`src/fsh_regs.svh`:
```
`ifndef FSH_REGS_SVH
`define FSH_REGS_SVH
// clock rate and counter widths
`define FSH_CLK_MHZ        125
`define FSH_TMR_W          17
`define FSH_CNT_W          10
`define FSH_ACC_W          24
// program timing, microseconds
`define FSH_WEN_SET_US     1
`define FSH_PSETUP_SET_US  50
`define FSH_P_SHORT_US     30
`define FSH_P_LONG_US      200
`define FSH_P_SHORT_CNT    6
`define FSH_P_CLR_US       5
`define FSH_PSETUP_CLR_US  5
`define FSH_PVFY_SET_US    4
`define FSH_DUMMY_US       2
`define FSH_PVFY_CLR_US    2
`define FSH_WEN_CLR_US     100
`define FSH_PROG_MAX       1000
`define FSH_PROG_UNIT      64
// erase timing
`define FSH_ESETUP_SET_US  100
`define FSH_E_MIN_MS       10
`define FSH_E_MAX_MS       100
`define FSH_US_PER_MS      1000
`define FSH_E_CLR_US       10
`define FSH_ESETUP_CLR_US  10
`define FSH_EVFY_SET_US    20
`define FSH_EVFY_CLR_US    4
`define FSH_ERASE_MAX      120
`endif

```
`src/fsh_pkg.sv`:
```
package fsh_pkg;
  typedef enum logic [3:0] {
    ST_IDLE,
    ST_SETUP_ON,
    ST_PULSE_ON,
    ST_PULSE_OFF,
    ST_SETUP_OFF,
    ST_VFY_ON,
    ST_DUMMY,
    ST_READ,
    ST_VFY_OFF,
    ST_DECIDE,
    ST_FINISH
  } fsh_state_t;
endpackage

```
`src/fsh_us_tick.sv`:
```
`timescale 1ns/10ps
`default_nettype none
// one-cycle pulse every DIV clocks; clear restarts the phase so a wait is never short
module fsh_us_tick #(
  parameter int DIV = 125
) (
  input  wire logic ref_clk_in,
  input  wire logic rst_b_in,
  input  wire logic clear_in,
  output logic      tick_out
);
  localparam int W = $clog2(DIV + 1);
  localparam logic [W-1:0] LAST = W'(DIV - 1);
  logic [W-1:0] div_q;

  always_ff @(posedge ref_clk_in or negedge rst_b_in) begin
    if (!rst_b_in) begin
      div_q <= '0;
    end else if (clear_in || div_q == LAST) begin
      div_q <= '0;
    end else begin
      div_q <= div_q + W'(1);
    end
  end

  assign tick_out = (div_q == LAST) && !clear_in;
endmodule
`default_nettype wire

```
`src/fsh_wait_timer.sv`:
```
`timescale 1ns/10ps
`default_nettype none
module fsh_wait_timer #(
  parameter int W = 17
) (
  input  wire logic         ref_clk_in,
  input  wire logic         rst_b_in,
  input  wire logic         load_in,
  input  wire logic [W-1:0] len_in,
  input  wire logic         tick_in,
  output logic              done_out
);
  logic [W-1:0] cnt_q;

  always_ff @(posedge ref_clk_in or negedge rst_b_in) begin
    if (!rst_b_in) begin
      cnt_q <= '0;
    end else if (load_in) begin
      cnt_q <= len_in;
    end else if (tick_in && cnt_q != '0) begin
      cnt_q <= cnt_q - W'(1);
    end
  end

  assign done_out = (cnt_q == '0);
endmodule
`default_nettype wire

```
`src/fsh_flash_seq.sv`:
```
// Operation
// - wait 2 us after program verify clear
// - wait 100 us after write enable clear
// - cap program pulses at 1000
// - program pulse 30 us, then 200 us
// - wait 1 us after write enable set
// - wait 100 us after erase setup set
// - erase pulse between 10 and 100 ms
// - wait 10 us after erase pulse clear
// - wait 10 us after erase setup clear
// - wait 20 us before erase dummy write
// - wait 2 us after dummy write
// - wait 4 us after erase verify clear
// - cap erase pulses at 120
// - wait 5 us after pulse, setup clear
// - wait 4 us after program verify set
`include "fsh_regs.svh"
`timescale 1ns/10ps
`default_nettype none
module fsh_flash_seq
  import fsh_pkg::*;
#(
  parameter int CYC_PER_US     = `FSH_CLK_MHZ,
  parameter int PSETUP_SET_US  = `FSH_PSETUP_SET_US,
  parameter int ESETUP_SET_US  = `FSH_ESETUP_SET_US,
  parameter int WEN_CLR_US     = `FSH_WEN_CLR_US,
  parameter int ERASE_PULSE_US = `FSH_E_MIN_MS * `FSH_US_PER_MS,
  parameter int PROG_MAX_CNT   = `FSH_PROG_MAX,
  parameter int ERASE_MAX_CNT  = `FSH_ERASE_MAX
) (
  input  wire logic                  ref_clk_in,
  input  wire logic                  rst_b_in,
  input  wire logic                  prog_start_in,
  input  wire logic                  erase_start_in,
  input  wire logic                  verify_ok_in,
  output logic                       busy_out,
  output logic                       done_out,
  output logic                       fail_out,
  output logic [`FSH_CNT_W-1:0]      pulse_count_out,
  output logic [`FSH_ACC_W-1:0]      pulse_time_us_out,
  output logic                       write_enable_bit_out,
  output logic                       program_setup_bit_out,
  output logic                       program_pulse_bit_out,
  output logic                       program_verify_bit_out,
  output logic                       erase_setup_bit_out,
  output logic                       erase_pulse_bit_out,
  output logic                       erase_verify_bit_out,
  output logic                       dummy_wr_out,
  output logic                       verify_rd_out
);
  localparam int TW = `FSH_TMR_W;
  localparam int CW = `FSH_CNT_W;
  localparam int AW = `FSH_ACC_W;

  function automatic int clamp_us(input int v, input int lo, input int hi);
    clamp_us = (v < lo) ? lo : ((v > hi) ? hi : v);
  endfunction

  // pulse n (1-based) is short for the first few tries, long afterwards
  function automatic logic [TW-1:0] prog_width(input logic [CW-1:0] n);
    prog_width = (n <= CW'(`FSH_P_SHORT_CNT)) ? TW'(`FSH_P_SHORT_US) : TW'(`FSH_P_LONG_US);
  endfunction

  function automatic logic [TW-1:0] pick(input logic erase, input int e_us, input int p_us);
    pick = erase ? TW'(e_us) : TW'(p_us);
  endfunction

  // an out-of-range pulse setting is pulled into the legal window, never trusted
  localparam int E_WIDTH_US = clamp_us(ERASE_PULSE_US, `FSH_E_MIN_MS * `FSH_US_PER_MS,
                                       `FSH_E_MAX_MS * `FSH_US_PER_MS);
  localparam logic [CW-1:0] PROG_CAP  = CW'(PROG_MAX_CNT);
  localparam logic [CW-1:0] ERASE_CAP = CW'(ERASE_MAX_CNT);

  fsh_state_t      state_q;
  fsh_state_t      state_d;
  logic            erase_q;
  logic            wen_q;
  logic            wen_d;
  logic            setup_q;
  logic            setup_d;
  logic            pulse_q;
  logic            pulse_d;
  logic            vfy_q;
  logic            vfy_d;
  logic            dummy_q;
  logic            dummy_d;
  logic            rd_q;
  logic            rd_d;
  logic            ok_q;
  logic            done_q;
  logic            fail_q;
  logic [CW-1:0]   cnt_q;
  logic [AW-1:0]   acc_q;
  logic            tmr_ld;
  logic [TW-1:0]   tmr_us;
  logic            tmr_done;
  logic            tick;
  logic            start;
  logic            at_cap;

  fsh_us_tick #(
    .DIV (CYC_PER_US)
  ) u_tick (
    .ref_clk_in (ref_clk_in),
    .rst_b_in   (rst_b_in),
    .clear_in   (tmr_ld),
    .tick_out   (tick)
  );

  // each wait is whole microseconds of whole ticks, restarted on load
  fsh_wait_timer #(
    .W (TW)
  ) u_timer (
    .ref_clk_in (ref_clk_in),
    .rst_b_in   (rst_b_in),
    .load_in    (tmr_ld),
    .len_in     (tmr_us),
    .tick_in    (tick),
    .done_out   (tmr_done)
  );

  assign start  = (state_q == ST_IDLE) && (prog_start_in || erase_start_in);
  assign at_cap = erase_q ? (cnt_q >= ERASE_CAP) : (cnt_q >= PROG_CAP);

  always_comb begin
    state_d = state_q;
    tmr_ld  = 1'b0;
    tmr_us  = '0;
    wen_d   = wen_q;
    setup_d = setup_q;
    pulse_d = pulse_q;
    vfy_d   = vfy_q;
    dummy_d = 1'b0;
    rd_d    = 1'b0;
    if (tmr_done) begin
      case (state_q)
        ST_IDLE: begin
          if (prog_start_in || erase_start_in) begin
            wen_d   = 1'b1;
            tmr_ld  = 1'b1;
            tmr_us  = TW'(`FSH_WEN_SET_US);
            state_d = ST_SETUP_ON;
          end
        end
        ST_SETUP_ON: begin
          setup_d = 1'b1;
          tmr_ld  = 1'b1;
          tmr_us  = pick(erase_q, ESETUP_SET_US, PSETUP_SET_US);
          state_d = ST_PULSE_ON;
        end
        ST_PULSE_ON: begin
          pulse_d = 1'b1;
          tmr_ld  = 1'b1;
          tmr_us  = erase_q ? TW'(E_WIDTH_US) : prog_width(cnt_q + CW'(1));
          state_d = ST_PULSE_OFF;
        end
        ST_PULSE_OFF: begin
          pulse_d = 1'b0;
          tmr_ld  = 1'b1;
          tmr_us  = pick(erase_q, `FSH_E_CLR_US, `FSH_P_CLR_US);
          state_d = ST_SETUP_OFF;
        end
        ST_SETUP_OFF: begin
          setup_d = 1'b0;
          tmr_ld  = 1'b1;
          tmr_us  = pick(erase_q, `FSH_ESETUP_CLR_US, `FSH_PSETUP_CLR_US);
          state_d = ST_VFY_ON;
        end
        ST_VFY_ON: begin
          vfy_d   = 1'b1;
          tmr_ld  = 1'b1;
          tmr_us  = pick(erase_q, `FSH_EVFY_SET_US, `FSH_PVFY_SET_US);
          state_d = ST_DUMMY;
        end
        ST_DUMMY: begin
          dummy_d = 1'b1;
          tmr_ld  = 1'b1;
          tmr_us  = TW'(`FSH_DUMMY_US);
          state_d = ST_READ;
        end
        ST_READ: begin
          rd_d    = 1'b1;
          state_d = ST_VFY_OFF;
        end
        ST_VFY_OFF: begin
          vfy_d   = 1'b0;
          tmr_ld  = 1'b1;
          tmr_us  = pick(erase_q, `FSH_EVFY_CLR_US, `FSH_PVFY_CLR_US);
          state_d = ST_DECIDE;
        end
        ST_DECIDE: begin
          if (ok_q || at_cap) begin
            wen_d   = 1'b0;
            tmr_ld  = 1'b1;
            tmr_us  = TW'(WEN_CLR_US);
            state_d = ST_FINISH;
          end else begin
            state_d = ST_SETUP_ON;
          end
        end
        ST_FINISH: begin
          state_d = ST_IDLE;
        end
        default: begin
          state_d = ST_IDLE;
        end
      endcase
    end
  end

  always_ff @(posedge ref_clk_in or negedge rst_b_in) begin
    if (!rst_b_in) begin
      state_q <= ST_IDLE;
    end else begin
      state_q <= state_d;
    end
  end

  always_ff @(posedge ref_clk_in or negedge rst_b_in) begin
    if (!rst_b_in) begin
      erase_q <= 1'b0;
    end else if (start && tmr_done) begin
      // erase wins if both are asked in one cycle
      erase_q <= erase_start_in;
    end
  end

  always_ff @(posedge ref_clk_in or negedge rst_b_in) begin
    if (!rst_b_in) begin
      wen_q   <= 1'b0;
      setup_q <= 1'b0;
      pulse_q <= 1'b0;
      vfy_q   <= 1'b0;
    end else begin
      wen_q   <= wen_d;
      setup_q <= setup_d;
      pulse_q <= pulse_d;
      vfy_q   <= vfy_d;
    end
  end

  always_ff @(posedge ref_clk_in or negedge rst_b_in) begin
    if (!rst_b_in) begin
      dummy_q <= 1'b0;
      rd_q    <= 1'b0;
    end else begin
      dummy_q <= dummy_d;
      rd_q    <= rd_d;
    end
  end

  // compare result is taken while the read strobe is up
  always_ff @(posedge ref_clk_in or negedge rst_b_in) begin
    if (!rst_b_in) begin
      ok_q <= 1'b0;
    end else if (start) begin
      ok_q <= 1'b0;
    end else if (rd_q) begin
      ok_q <= verify_ok_in;
    end
  end

  // only pulse-on time is summed; verify phases never add to it
  always_ff @(posedge ref_clk_in or negedge rst_b_in) begin
    if (!rst_b_in) begin
      cnt_q <= '0;
      acc_q <= '0;
    end else if (start && tmr_done) begin
      cnt_q <= '0;
      acc_q <= '0;
    end else if (state_q == ST_PULSE_ON && tmr_done) begin
      cnt_q <= cnt_q + CW'(1);
      acc_q <= acc_q + AW'(tmr_us);
    end
  end

  always_ff @(posedge ref_clk_in or negedge rst_b_in) begin
    if (!rst_b_in) begin
      done_q <= 1'b0;
      fail_q <= 1'b0;
    end else begin
      done_q <= (state_q == ST_FINISH) && tmr_done;
      if (start && tmr_done) begin
        fail_q <= 1'b0;
      end else if (state_q == ST_DECIDE && tmr_done && !ok_q && at_cap) begin
        fail_q <= 1'b1;
      end
    end
  end

  assign busy_out               = (state_q != ST_IDLE);
  assign done_out               = done_q;
  assign fail_out               = fail_q;
  assign pulse_count_out        = cnt_q;
  assign pulse_time_us_out      = acc_q;
  assign write_enable_bit_out   = wen_q;
  assign program_setup_bit_out  = setup_q && !erase_q;
  assign program_pulse_bit_out  = pulse_q && !erase_q;
  assign program_verify_bit_out = vfy_q && !erase_q;
  assign erase_setup_bit_out    = setup_q && erase_q;
  assign erase_pulse_bit_out    = pulse_q && erase_q;
  assign erase_verify_bit_out   = vfy_q && erase_q;
  assign dummy_wr_out           = dummy_q;
  assign verify_rd_out          = rd_q;

  // cycles since the last change on the pins toward the flash
  localparam int C = CYC_PER_US;
  logic [31:0] gap_q;
  logic        chg;
  logic        pv_clr_q;
  assign chg = (wen_d != wen_q) || (setup_d != setup_q) || (pulse_d != pulse_q)
               || (vfy_d != vfy_q) || dummy_d || rd_d;
  always_ff @(posedge ref_clk_in or negedge rst_b_in) begin
    if (!rst_b_in) begin
      gap_q    <= 32'h0;
      pv_clr_q <= 1'b0;
    end else if (chg) begin
      gap_q    <= 32'h1;
      pv_clr_q <= vfy_q && !vfy_d && !erase_q;
    end else if (gap_q != 32'hffffffff) begin
      gap_q <= gap_q + 32'h1;
    end
  end
endmodule
`default_nettype wire

```
`config.mk`:
```
export PLATFORM = sky130hd
export DESIGN_NAME = fsh_flash_seq
export DESIGN_NICKNAME = d
export VERILOG_FILES = /design/src/fsh_pkg.sv /design/src/fsh_us_tick.sv /design/src/fsh_wait_timer.sv /design/src/fsh_flash_seq.sv
export VERILOG_INCLUDE_DIRS = /design/src
export SDC_FILE = /design/constraint.sdc
export NUM_CORES = 1
export LEC_CHECK = 0
export ABC_CLOCK_PERIOD_IN_PS = 3500
export BUFFER_PORTS_ARGS = -buffer_cell sky130_fd_sc_hd__buf_2
export CELL_PAD_IN_SITES_DETAIL_PLACEMENT = 0
export CELL_PAD_IN_SITES_GLOBAL_PLACEMENT = 1
export CORE_MARGIN = 5
export CORE_UTILIZATION = 41
export DETAILED_ROUTE_END_ITERATION = 10
export GPL_TIMING_DRIVEN = 0
export HOLD_SLACK_MARGIN = 0.05
export PLACE_DENSITY_LB_ADDON = 0.1
export RECOVER_POWER = 50
export SETUP_SLACK_MARGIN = 0.05
export SYNTH_ARGS = -nofsm -noshare
export SYNTH_HDL_FRONTEND = slang
export SYNTH_SLANG_ARGS = --single-unit
```
`constraint.sdc`:
```
create_clock -name ref_clk_in -period 3.5 [get_ports ref_clk_in]
set_input_delay 0.35 -clock ref_clk_in [delete_from_list [all_inputs] [get_ports ref_clk_in]]
set_output_delay 0.35 -clock ref_clk_in [all_outputs]
set_load 0.01 [all_outputs]
```
==> results of run 1 <==
-- layout make-up --
| class | count | share of cell area |
|---|---|---|
| Multi-Input combinational cell | 465 | 0.531 |
| Sequential cell | 72 | 0.275 |
| Timing Repair Buffer | 97 | 0.0919 |
| Clock buffer | 14 | 0.0402 |
| Tap cell | 143 | 0.0273 |
| Buffer | 26 | 0.0208 |
| Inverter | 15 | 0.00858 |
| Clock inverter | 2 | 0.00572 |
-- cell usage in the layout (no fill, tap or decap), types with 9 or more instances in the layout --
| cell | instances |
|---|---|
| a21oi_1 | 30 |
| a21oi_2 | 10 |
| a31oi_1 | 9 |
| buf_2 | 36 |
| buf_4 | 40 |
| buf_6 | 9 |
| clkbuf_1 | 33 |
| clkbuf_16 | 9 |
| dfrtp_1 | 71 |
| ha_4 | 10 |
| inv_1 | 13 |
| nand2_1 | 63 |
| nand3_1 | 25 |
| nor2_1 | 49 |
| nor3_1 | 11 |
| o21ai_0 | 32 |
| o21ai_1 | 10 |
| o31ai_1 | 9 |
| xor2_1 | 16 |
-- logic make-up after synthesis --
| logic type | Yosys count | share of synthesized area |
|---|---|---|
| AND/OR/NAND/NOR | 243 | 0.255 |
| flip-flops | 72 | 0.371 |
| XOR/XNOR | 24 | 0.0433 |
| buffers and inverters | 43 | 0.0340 |
| multiplexers | 6 | 0.0124 |
| AO/OA/AOI/OAI | 172 | 0.233 |
| adder cells (fa/ha/maj) | 19 | 0.0505 |
-- Yosys cell counts, drive strengths merged (4+ instances only) --
library cell,number
nand2,66
or4,9
mux2i,6
a31oi,11
o22a,6
and3,5
o211ai,6
nand3,26
nand2b,6
xor2,16
ha,18
o22ai,4
nor3,16
nand4,8
and2,9
nor2b,8
or3,9
a21oi,43
o32a,4
inv,14
o2111ai,4
o31ai,9
xnor2,8
nor2,57
nor4,9
o21ai,46
dfrtp,72
or2,6
buf,4
o21a,4
clkbuf,24
-- repair_timing --
item                       CTS  global route
hold buffers                 1             0
pin swaps                   46            38
setup buffers               34            12
cloned                       1             0
setup endpoints to repair   20            19
gates resized for setup     63            52
hold endpoints to repair    22             0
-- sequential cells by signal, indices dropped and copies added, names as in the netlist --
register / flops
done_out: 1
dummy_wr_out: 1
erase_q: 1
fail_out: 1
ok_q: 1
pulse_count_out: 10
pulse_q: 1
pulse_time_us_out: 24
setup_q: 1
state_q: 4
u_tick.div_q: 7
u_timer.cnt_q: 17
verify_rd_out: 1
vfy_q: 1
write_enable_bit_out: 1
-- power groups by stage --
stage          Sequential, W  Clock (W)  Combinational, W
6_report            0.000834   0.000950         0.0000311
5_1_grt             0.000833    0.00101         0.0000371
4_1_cts             0.000834   0.000974         0.0000341
3_5_place_dp        0.000849          0         0.0000333
3_3_place_gp        0.000849          0         0.0000286
2_1_floorplan       0.000849          0        0.00000661
-- path summary, 6_finish.rpt --
path | startpoint | endpoint | slack, ps | cells after the start
min in group asynchronous | rst_b_in | dummy_wr_out | 790 | 2
max in group asynchronous | rst_b_in | u_timer.cnt_q[13] | 800 | 3
hold reg to reg | u_timer.cnt_q[12] | u_timer.cnt_q[12] | 480 | 1
setup reg to reg | pulse_count_out[0] | pulse_time_us_out[15] | -120 | 15
hold / removal | erase_start_in | erase_q | 240 | 3
setup / recovery | pulse_count_out[0] | pulse_time_us_out[15] | -120 | 15
-- routing by layer --
layer  share of wire  vias up
li1                -     2353
met1            0.47     2425
met3           0.043       39
met4           0.029        0
met5               0        -
met2            0.46      140
-- worst max-delay path: stages (launching register included) --
cell	delay [ps]
dfrtp_2	420
ha_4	170
a311o_1	340
a2111oi_4	360
o22ai_2	180
nor2_4	200
o211ai_1	120
a21oi_2	280
ha_4	230
o21ai_2	70
o21a_1	190
buf_4	140
nand2b_4	130
a21bo_4	250
a2111o_1	360
o21ai_1	80
-- through the flow --
stage          setup TNS (ps)  instance area (sq um)
2_1_floorplan               0                   5020
3_3_place_gp            -8580                   5450
3_5_place_dp            -9710                   5480
4_1_cts                 -1250                   6340
5_1_grt                 -2330                   6560
6_report                 -553                   6560
==> run summary, run 1 <==
Critical path
- 8 — Max Fanout on Critical Path
- reg -> reg — Crit Path Class
- 3890 ps — data arrival time at the worst-slack endpoint
- register — CP Launch Type
- 3770 ps — worst path required time
- register — Setup crit end kind

Logic synthesis
- 0.00486 sq mm — cell area after technology mapping
- 0 — number of warning messages in the yosys log
- 0.371 — fraction of post-synthesis cell area in the top cell type by area
- 579 — number of cells produced by synthesis
- 603 — net count after synthesis
- 0.371 — sequential-to-total area share from yosys stat
- 0 — EDFF count, synth
- 1.00 — Async SR Flop Fraction
- dfrtp_1 — most frequently used flop master after synthesis
- dfrtp_1 — Yosys top cell by area
- dfrtp_1 37%, nand2_1 5.1%, ha_1 4.6% — dominant cells by area after synthesis
- 72 — Seq cells post-synth
- 68 — post-synthesis cell type count
- 8.39 sq um — Mean Syn Cell Area

Cells and area
- 35.1% — relative area change from synthesis to final layout
- 1078 — number of filler cells placed in the layout
- 0.284 — layout cell share with drive strength beyond 1
- 0.570 — Core Util, Final
- 834 — Non-Filler Instances
- 710 — NumNets Final
- 0 — count of inserted antenna diode cells
- 0.00180 sq mm — flip-flop and latch area
- 0.00348 sq mm — multi-input logic area

Power and ir drop
- 0.017 — portion of total power attributed to combinational logic
- 0.000382 W — total net switching power
- 0.00181 W — power after layout
- 0.00143 W — internal portion of total power
- 2.75 nW — reported leakage power
- 0.460 — fraction of power consumed by sequential logic
- 0.210 — switching part of the total
- 0.523 — power share of the clock group
- 277 mW/mm^2 — total power per unit cell area
- 0.000209 V — peak supply drop

Hold path
- in -> reg — min-delay worst type

Route
- 18.4 um — post-DR wirelength/cell
- 0 — count of antenna-violating nets left after detailed routing
- 0 — number of remaining DRC errors
- 4957 — DR vias
- 358 — Detailed Route Iter0 Violations
- 5.94 — vias per inst
- 15.3 mm — final wirelength
- 5 — first-pass detailed-route iteration total

CTS
- 9 — Num CTS Buffers
- 3 — H-tree levels
- 350 ps — clock latency of the later-clocked register in the worst-skew pair
- 60 ps — clock-pin transition on the worst setup and hold timing paths
- yes — CTS tree
- clkbuf_16 — Clock Root Buffer
- 72 — number of clock sinks
- 2 — number of buffers on the longest clock path

STA
- 1.03 — post-route clock period utilization
- 6.79 ps — worst clock skew on the final layout
- 277 MHz — peak clock frequency supported by timing
- 0 — hold violation count in the final report
- 8 — setup-violating endpoint count in the final report
- -116 ps — post-route worst setup slack
- 1310 ps — slew of the pin with the lowest slew margin
- 0.130 — worst max-slew margin expressed relative to the limit
- yes — unrepaired setup endpoints after global routing
- 3620 ps — final critical path time including I/O delays and setup
- 238 ps — final worst hold slack
- 0 — final max-slew violation count

Floorplan
- 119 um — die height
- 0.0141 sq mm — area enclosed by the die boundary
- 0.422 — effective utilization at floorplan
- 119 um — width of the die
- 51 — boundary pin count
- 0.0115 sq mm — CORE AREA
- 39 — number of standard-cell rows in the floorplan

Placed design
- 50 — count of buffers from port buffering
- 773 — count of placed standard cells including taps
- 10.6 mm — Detailed Place HPWL
- 0.898 — final RePlAce weighted congestion
- -684 ps — worst slack at placement

Global routing
- 0 — final global-route overflow total
- 0 — number of antenna violations at the first check in global routing
- 0.0355 — met3 Track Usage GR
- 25.0 mm — global-route wire length before repair
- 0.219 — GR Util All Layers
- 0.302 — met1 demand-to-capacity share in global routing
- 51 — pin count of the biggest net entering global routing
- met2 — routing layer with the top usage in global route
- 0.344 — met2 usage
- 4897 — vias in the first global route

Outcome
- setup timing — violations in the final reports
- complete, but fails checks — status

Flow run
- 0 — max-cap viol count

No activity file was read; power rests on OpenSTA's default activity.
==> inputs of run 2 (changes only) <==
--- a/config.mk
+++ b/config.mk
@@ -11,13 +11,14 @@
 export CELL_PAD_IN_SITES_DETAIL_PLACEMENT = 0
 export CELL_PAD_IN_SITES_GLOBAL_PLACEMENT = 1
 export CORE_MARGIN = 5
-export CORE_UTILIZATION = 41
+export CORE_UTILIZATION = 40
 export DETAILED_ROUTE_END_ITERATION = 10
 export GPL_TIMING_DRIVEN = 0
 export HOLD_SLACK_MARGIN = 0.05
 export PLACE_DENSITY_LB_ADDON = 0.1
 export RECOVER_POWER = 50
 export SETUP_SLACK_MARGIN = 0.05
+export SKIP_CTS_REPAIR_TIMING = 1
 export SYNTH_ARGS = -nofsm -noshare
 export SYNTH_HDL_FRONTEND = slang
 export SYNTH_SLANG_ARGS = --single-unit
==> run 2 against run 1 <==
The flow finishes with violations (capacitance limit, slew limit, setup timing); register-to-register slack got worse by 110 ps; via count fell by 1.3%; sequential share of layout area rose by 1.2 points; cell count is 1.3% lower; total power shrank 6.6%; setup slack got worse by 110 ps; highest routed layer unchanged.
==> run summary, run 2 (synthesis gave the netlist of run 1 again) <==
STA
- 0 — hold violation count in the final report
- yes — unrepaired setup endpoints after global routing
- 3730 ps — final critical path time including I/O delays and setup
- -0.259 — worst max-slew margin expressed relative to the limit
- 35 — final max-slew violation count
- 268 MHz — peak clock frequency supported by timing
- 1.06 — post-route clock period utilization
- 17 — setup-violating endpoint count in the final report
- 233 ps — final worst hold slack
- 1890 ps — slew of the pin with the lowest slew margin
- -227 ps — post-route worst setup slack
- -2420 ps — sum of negative setup slack
- 3.83 ps — worst clock skew on the final layout

CTS
- 340 ps — clock latency of the later-clocked register in the worst-skew pair
- 2 — number of buffers on the longest clock path
- yes — CTS tree
- 72 — number of clock sinks
- 60 ps — clock-pin transition on the worst setup and hold timing paths
- 3 — H-tree levels
- 9 — Num CTS Buffers
- clkbuf_16 — Clock Root Buffer

Cells and area
- 0.244 — layout cell share with drive strength beyond 1
- 0.00336 sq mm — multi-input logic area
- 24 — max FFs per register
- 29.3% — relative area change from synthesis to final layout
- dfrtp_1 — commonest non-fill, non-tap cell in the layout
- 1169 — number of filler cells placed in the layout
- 0.00180 sq mm — flip-flop and latch area
- 70 x dfrtp_1, 62 x nand2_1, 49 x nor2_1 — commonest cells after routing, fill and taps aside
- 698 — NumNets Final
- 0 — count of inserted antenna diode cells
- 0.00628 sq mm — post-layout instance area
- 0.525 — Core Util, Final

Power and ir drop
- 0.000146 V — peak supply drop
- 0.000370 W — total net switching power
- 0.00132 W — internal portion of total power
- 270 mW/mm^2 — total power per unit cell area
- 0.492 — fraction of power consumed by sequential logic
- 0.017 — portion of total power attributed to combinational logic
- 0.491 — power share of the clock group
- 0.218 — switching part of the total
- 2.62 nW — reported leakage power

Critical path
- 13 — critical path depth in cells
- register — CP Launch Type
- 4000 ps — data arrival time at the worst-slack endpoint
- reg -> reg — Crit Path Class
- pulse_count_out[0] — RR Startpoint
- -230 ps — Register-to-Register Setup Slack
- 3780 ps — worst path required time
- 7 — Max Fanout on Critical Path
- 1 — critical path buffer and inverter count
- pulse_count_out[0] — worst setup path startpoint
- ha_4 -> a311o_1 -> a2111oi_4 -> o22ai_2 -> o211ai_1 -> inv_1 -> ha_4 -> o21ai_1 -> a21boi_2 -> o32ai_2 -> o21a_2 -> or4_4 -> a21oi_2 — critical-path cell list
- register — Setup crit end kind
- compound AO/OA/AOI/OAI gates — cell class contributing the biggest share of worst-path delay
- 13 — depth of the most critical reg-to-reg path
- 460 ps — stage delay of the slowest cell on the critical path
- pulse_time_us_out[18] — Reg2Reg Capture Point
- ha_4 — Top cell by count, worst path
- dfrtp_2 — CP max-delay cell

Outcome
- complete, but fails checks — status
- capacitance limit, slew limit, setup timing — violations in the final reports

Route
- 18.5 um — post-DR wirelength/cell
- 5 — first-pass detailed-route iteration total
- met4 — Top Metal Used
- 701 um — met3 wire len
- 7.15 mm — length of routed met2 wiring
- 0 — number of remaining DRC errors
- 0 — count of antenna-violating nets left after detailed routing
- 304 — Detailed Route Iter0 Violations
- 7.07 mm — WL met1
- 4894 — DR vias
- 5.95 — vias per inst
- 15.3 mm — final wirelength

Hold path
- erase_q — end of the worst hold path
- erase_start_in — hold path start
- 3 — hold-critical path depth
- in -> reg — min-delay worst type

Global routing
- 4508 — vias in the first global route
- 0 — final global-route overflow total
- 40 — pin count of the biggest net entering global routing
- 23.7 mm — global-route wire length before repair
- 0 — number of antenna violations at the first check in global routing
- 0.205 — GR Util All Layers

Floorplan
- 120 um — die height
- 0.406 — effective utilization at floorplan
- 0.0144 sq mm — area enclosed by the die boundary
- 51 — boundary pin count
- 40 — number of standard-cell rows in the floorplan
- 0.0120 sq mm — CORE AREA
- 120 um — width of the die

Placed design
- 50 — count of buffers from port buffering
- -677 ps — worst slack at placement
- 0.910 — final RePlAce weighted congestion
- 10.8 mm — Detailed Place HPWL
- 0.00548 sq mm — placement-stage cell area

Flow run
- 1 — max-cap viol count

run 2: power by group through the flow:
stage | Combinational (W) | Clock [W] | Sequential (W)
2_1_floorplan | 0.00000661 | 0 | 0.000849
3_3_place_gp | 0.0000288 | 0 | 0.000849
3_5_place_dp | 0.0000322 | 0 | 0.000849
4_1_cts | 0.0000324 | 0.000848 | 0.000834
5_1_grt | 0.0000351 | 0.000884 | 0.000834
6_report | 0.0000295 | 0.000832 | 0.000834
run 2: layout make-up:
type	instances	area share
Buffer	26	0.0197
Clock buffer	11	0.0386
Clock inverter	2	0.00159
Inverter	15	0.00896
Multi-Input combinational cell	465	0.535
Sequential cell	72	0.287
Tap cell	147	0.0293
Timing Repair Buffer	85	0.0793
run 2: worst max path at each step:
stage,endpoint,slack [ps]
after floorplan,pulse_time_us_out[12],50
after global placement,pulse_time_us_out[20],-640
after detailed placement,pulse_time_us_out[20],-680
after CTS,pulse_time_us_out[20],-700
after global routing,pulse_time_us_out[18],-350
final,pulse_time_us_out[18],-230
run 2: metrics by stage:
step                total power, W  cells
floorplan                 0.000856    579
global placement          0.000878    776
detailed placement        0.000881    777
CTS                        0.00171    790
global route               0.00175    823
finish                     0.00170    823
run 2: layer usage:
metal  track usage  vias to the layer above
met5             0                        -
met4        0.0723                        0
met3        0.0323                       21
met2         0.326                      136
met1         0.285                     2420
li1              -                     2317
run 2: worst min-delay path, delay by kind of cell:
family        cells  cell delay, ps
simple gates      2              90
buf+inv           1             100
==> inputs of run 3 (changes only) <==
--- a/config.mk
+++ b/config.mk
@@ -6,7 +6,7 @@
 export SDC_FILE = /design/constraint.sdc
 export NUM_CORES = 1
 export LEC_CHECK = 0
-export ABC_CLOCK_PERIOD_IN_PS = 3500
+export ABC_CLOCK_PERIOD_IN_PS = 4600
 export BUFFER_PORTS_ARGS = -buffer_cell sky130_fd_sc_hd__buf_2
 export CELL_PAD_IN_SITES_DETAIL_PLACEMENT = 0
 export CELL_PAD_IN_SITES_GLOBAL_PLACEMENT = 1
==> constraint.sdc (replaced) <==
create_clock -name ref_clk_in -period 4.6 [get_ports ref_clk_in]
set_input_delay 0 -clock ref_clk_in [delete_from_list [all_inputs] [get_ports ref_clk_in]]
set_output_delay 0 -clock ref_clk_in [all_outputs]
set_load 0.01 [all_outputs]
==> run 3 against run 2 <==
The flow finishes with violations (capacitance limit, slew limit); setup slack improved by 590 ps; clock-buffer cell count shrank 1; clock power fell by 8.4%; die area stayed put; utilization is 4.9 points lower; global-route usage about the same; maximum frequency shrank 12%; sequential power decreased by 24%; design area down 9.4%; clock skew grew 6.3 ps; combinational power is 24% lower; critical endpoint unchanged; largest power group is now clock; highest routed layer unchanged.
==> run summary, run 3 (synthesis gave the netlist of run 1 again) <==
Hold path
- 4 — hold-critical path depth
- prog_start_in — hold path start
- in -> reg — min-delay worst type
- write_enable_bit_out — end of the worst hold path

CTS
- yes — CTS tree
- 9 — Num CTS Buffers
- clkbuf_16 — Clock Root Buffer
- 2 — number of buffers on the longest clock path
- 72 — number of clock sinks
- 60 ps — clock-pin transition on the worst setup and hold timing paths
- 350 ps — clock latency of the later-clocked register in the worst-skew pair
- 3 — H-tree levels

Route
- 14.5 mm — final wirelength
- 0 — number of remaining DRC errors
- 0 — count of antenna-violating nets left after detailed routing
- 5 — first-pass detailed-route iteration total
- 5.89 — vias per inst
- 4698 — DR vias
- 383 — Detailed Route Iter0 Violations
- 18.2 um — post-DR wirelength/cell

Critical path
- 15 — depth of the most critical reg-to-reg path
- 4500 ps — data arrival time at the worst-slack endpoint
- 4870 ps — worst path required time
- register — Setup crit end kind
- u_timer.cnt_q[10] — RR Startpoint
- register — CP Launch Type
- 10 — Max Fanout on Critical Path
- reg -> reg — Crit Path Class
- pulse_time_us_out[18] — Reg2Reg Capture Point
- 370 ps — Register-to-Register Setup Slack

STA
- 75 — final max-slew violation count
- -0.716 — worst max-slew margin expressed relative to the limit
- no — unrepaired setup endpoints after global routing
- 2570 ps — slew of the pin with the lowest slew margin
- 0 — setup-violating endpoint count in the final report
- 0 — hold violation count in the final report
- 4230 ps — final critical path time including I/O delays and setup
- 10.1 ps — worst clock skew on the final layout
- 0.920 — post-route clock period utilization
- 104 ps — final worst hold slack
- 0 ps — sum of negative setup slack
- 236 MHz — peak clock frequency supported by timing

Power and ir drop
- 0.000298 W — total net switching power
- 0.537 — power share of the clock group
- 0.210 — switching part of the total
- 0.000116 V — peak supply drop
- 0.447 — fraction of power consumed by sequential logic
- 249 mW/mm^2 — total power per unit cell area
- 0.016 — portion of total power attributed to combinational logic
- 2.39 nW — reported leakage power
- 0.00112 W — internal portion of total power

Cells and area
- 0.00295 sq mm — multi-input logic area
- 17.2% — relative area change from synthesis to final layout
- 0 — count of inserted antenna diode cells
- 0.00180 sq mm — flip-flop and latch area
- 0.120 — layout cell share with drive strength beyond 1
- dfrtp_1 — commonest non-fill, non-tap cell in the layout
- 1192 — number of filler cells placed in the layout
- 671 — NumNets Final
- 24 — max FFs per register
- 72 x dfrtp_1, 66 x nand2_1, 53 x nor2_1 — commonest cells after routing, fill and taps aside
- 0.00569 sq mm — post-layout instance area

Floorplan
- 40 — number of standard-cell rows in the floorplan
- 0.0144 sq mm — area enclosed by the die boundary
- 51 — boundary pin count
- 120 um — width of the die
- 120 um — die height
- 0.406 — effective utilization at floorplan
- 0.0120 sq mm — CORE AREA

Placed design
- 0.913 — final RePlAce weighted congestion
- 0.00532 sq mm — placement-stage cell area
- 10.6 mm — Detailed Place HPWL
- 50 — count of buffers from port buffering

Global routing
- 4363 — vias in the first global route
- 0 — number of antenna violations at the first check in global routing
- 0 — final global-route overflow total
- 23.6 mm — global-route wire length before repair
- 46 — pin count of the biggest net entering global routing
- 0.205 — GR Util All Layers

Flow run
- 2 — max-cap viol count

Outcome
- complete, but fails checks — status
- capacitance limit, slew limit — violations in the final reports

-- run 3: cell types whose count changed in the layout (fill, tap and decap cells not counted), moves of 4 or more --
cell / change
nor2_1: +4
buf_4: -28
nor2_4: -4
ha_1: +10
ha_4: -9
o21ai_1: -7
o21ai_0: +9
buf_6: -4
clkbuf_1: +12
buf_2: -7
a21oi_1: +8
a21oi_2: -7
nand2_1: +4
-- run 3: final cells by class --
cell class	count	share of cell area
buffer	27	0.0185
clock buffer	10	0.0420
clock inverter	4	0.0123
inverter	15	0.00990
multi-input combinational	464	0.518
sequential	72	0.317
tap	147	0.0323
timing repair buffer	58	0.0499
-- run 3: stage by stage --
step	total power [W]	setup slack, ps	utilization	std cells
3_5_place_dp	0.000671	-188	0.445	777
4_1_cts	0.00143	-210	0.471	791
6_report	0.00142	367	0.476	797
5_1_grt	0.00146	57.3	0.476	797
3_3_place_gp	0.000667	-96.0	0.442	776
2_1_floorplan	0.000650	782	-	579
-- run 3: metal layers --
metal	vias to the layer above	track usage	wire length (um)	share of wire
li1	2276	-	-	-
met1	2285	0.300	7070	0.49
met2	119	0.303	6490	0.45
met3	18	0.0360	659	0.046
met4	0	0.0744	260	0.018
met5	-	0	0	0
-- run 3: worst max-delay path, cell delays in order, from the launching register on --
cell     delay (ps)
dfrtp_1         410
or3_4           410
or4_1           400
buf_2           190
buf_1           290
nor2_4          280
nand2_1         150
nor2_1          210
ha_1            260
fa_1            240
a21oi_1         100
nor3_2          210
o32ai_2         130
o21a_2          300
or4_1           410
a21oi_1         160
-- run 3: power by group through the flow --
| stage | Clock, W | Sequential [W] | Combinational (W) |
|---|---|---|---|
| final | 0.000762 | 0.000634 | 0.0000223 |
| after global routing | 0.000803 | 0.000634 | 0.0000265 |
| after CTS | 0.000775 | 0.000634 | 0.0000248 |
| after detailed placement | 0 | 0.000646 | 0.0000248 |
| after global placement | 0 | 0.000646 | 0.0000210 |
| after floorplan | 0 | 0.000646 | 0.00000451 |
-- run 3: worst max-delay path by stage --
stage / from / to / slack [ps]
after detailed placement: u_timer.cnt_q[0] / pulse_time_us_out[20] / -190
after CTS: u_timer.cnt_q[0] / pulse_time_us_out[18] / -210
after global placement: pulse_count_out[0] / pulse_time_us_out[23] / -100
after floorplan: pulse_count_out[0] / pulse_time_us_out[23] / 780
after global routing: rst_b_in / pulse_time_us_out[14] / 60
final: u_timer.cnt_q[10] / pulse_time_us_out[18] / 370
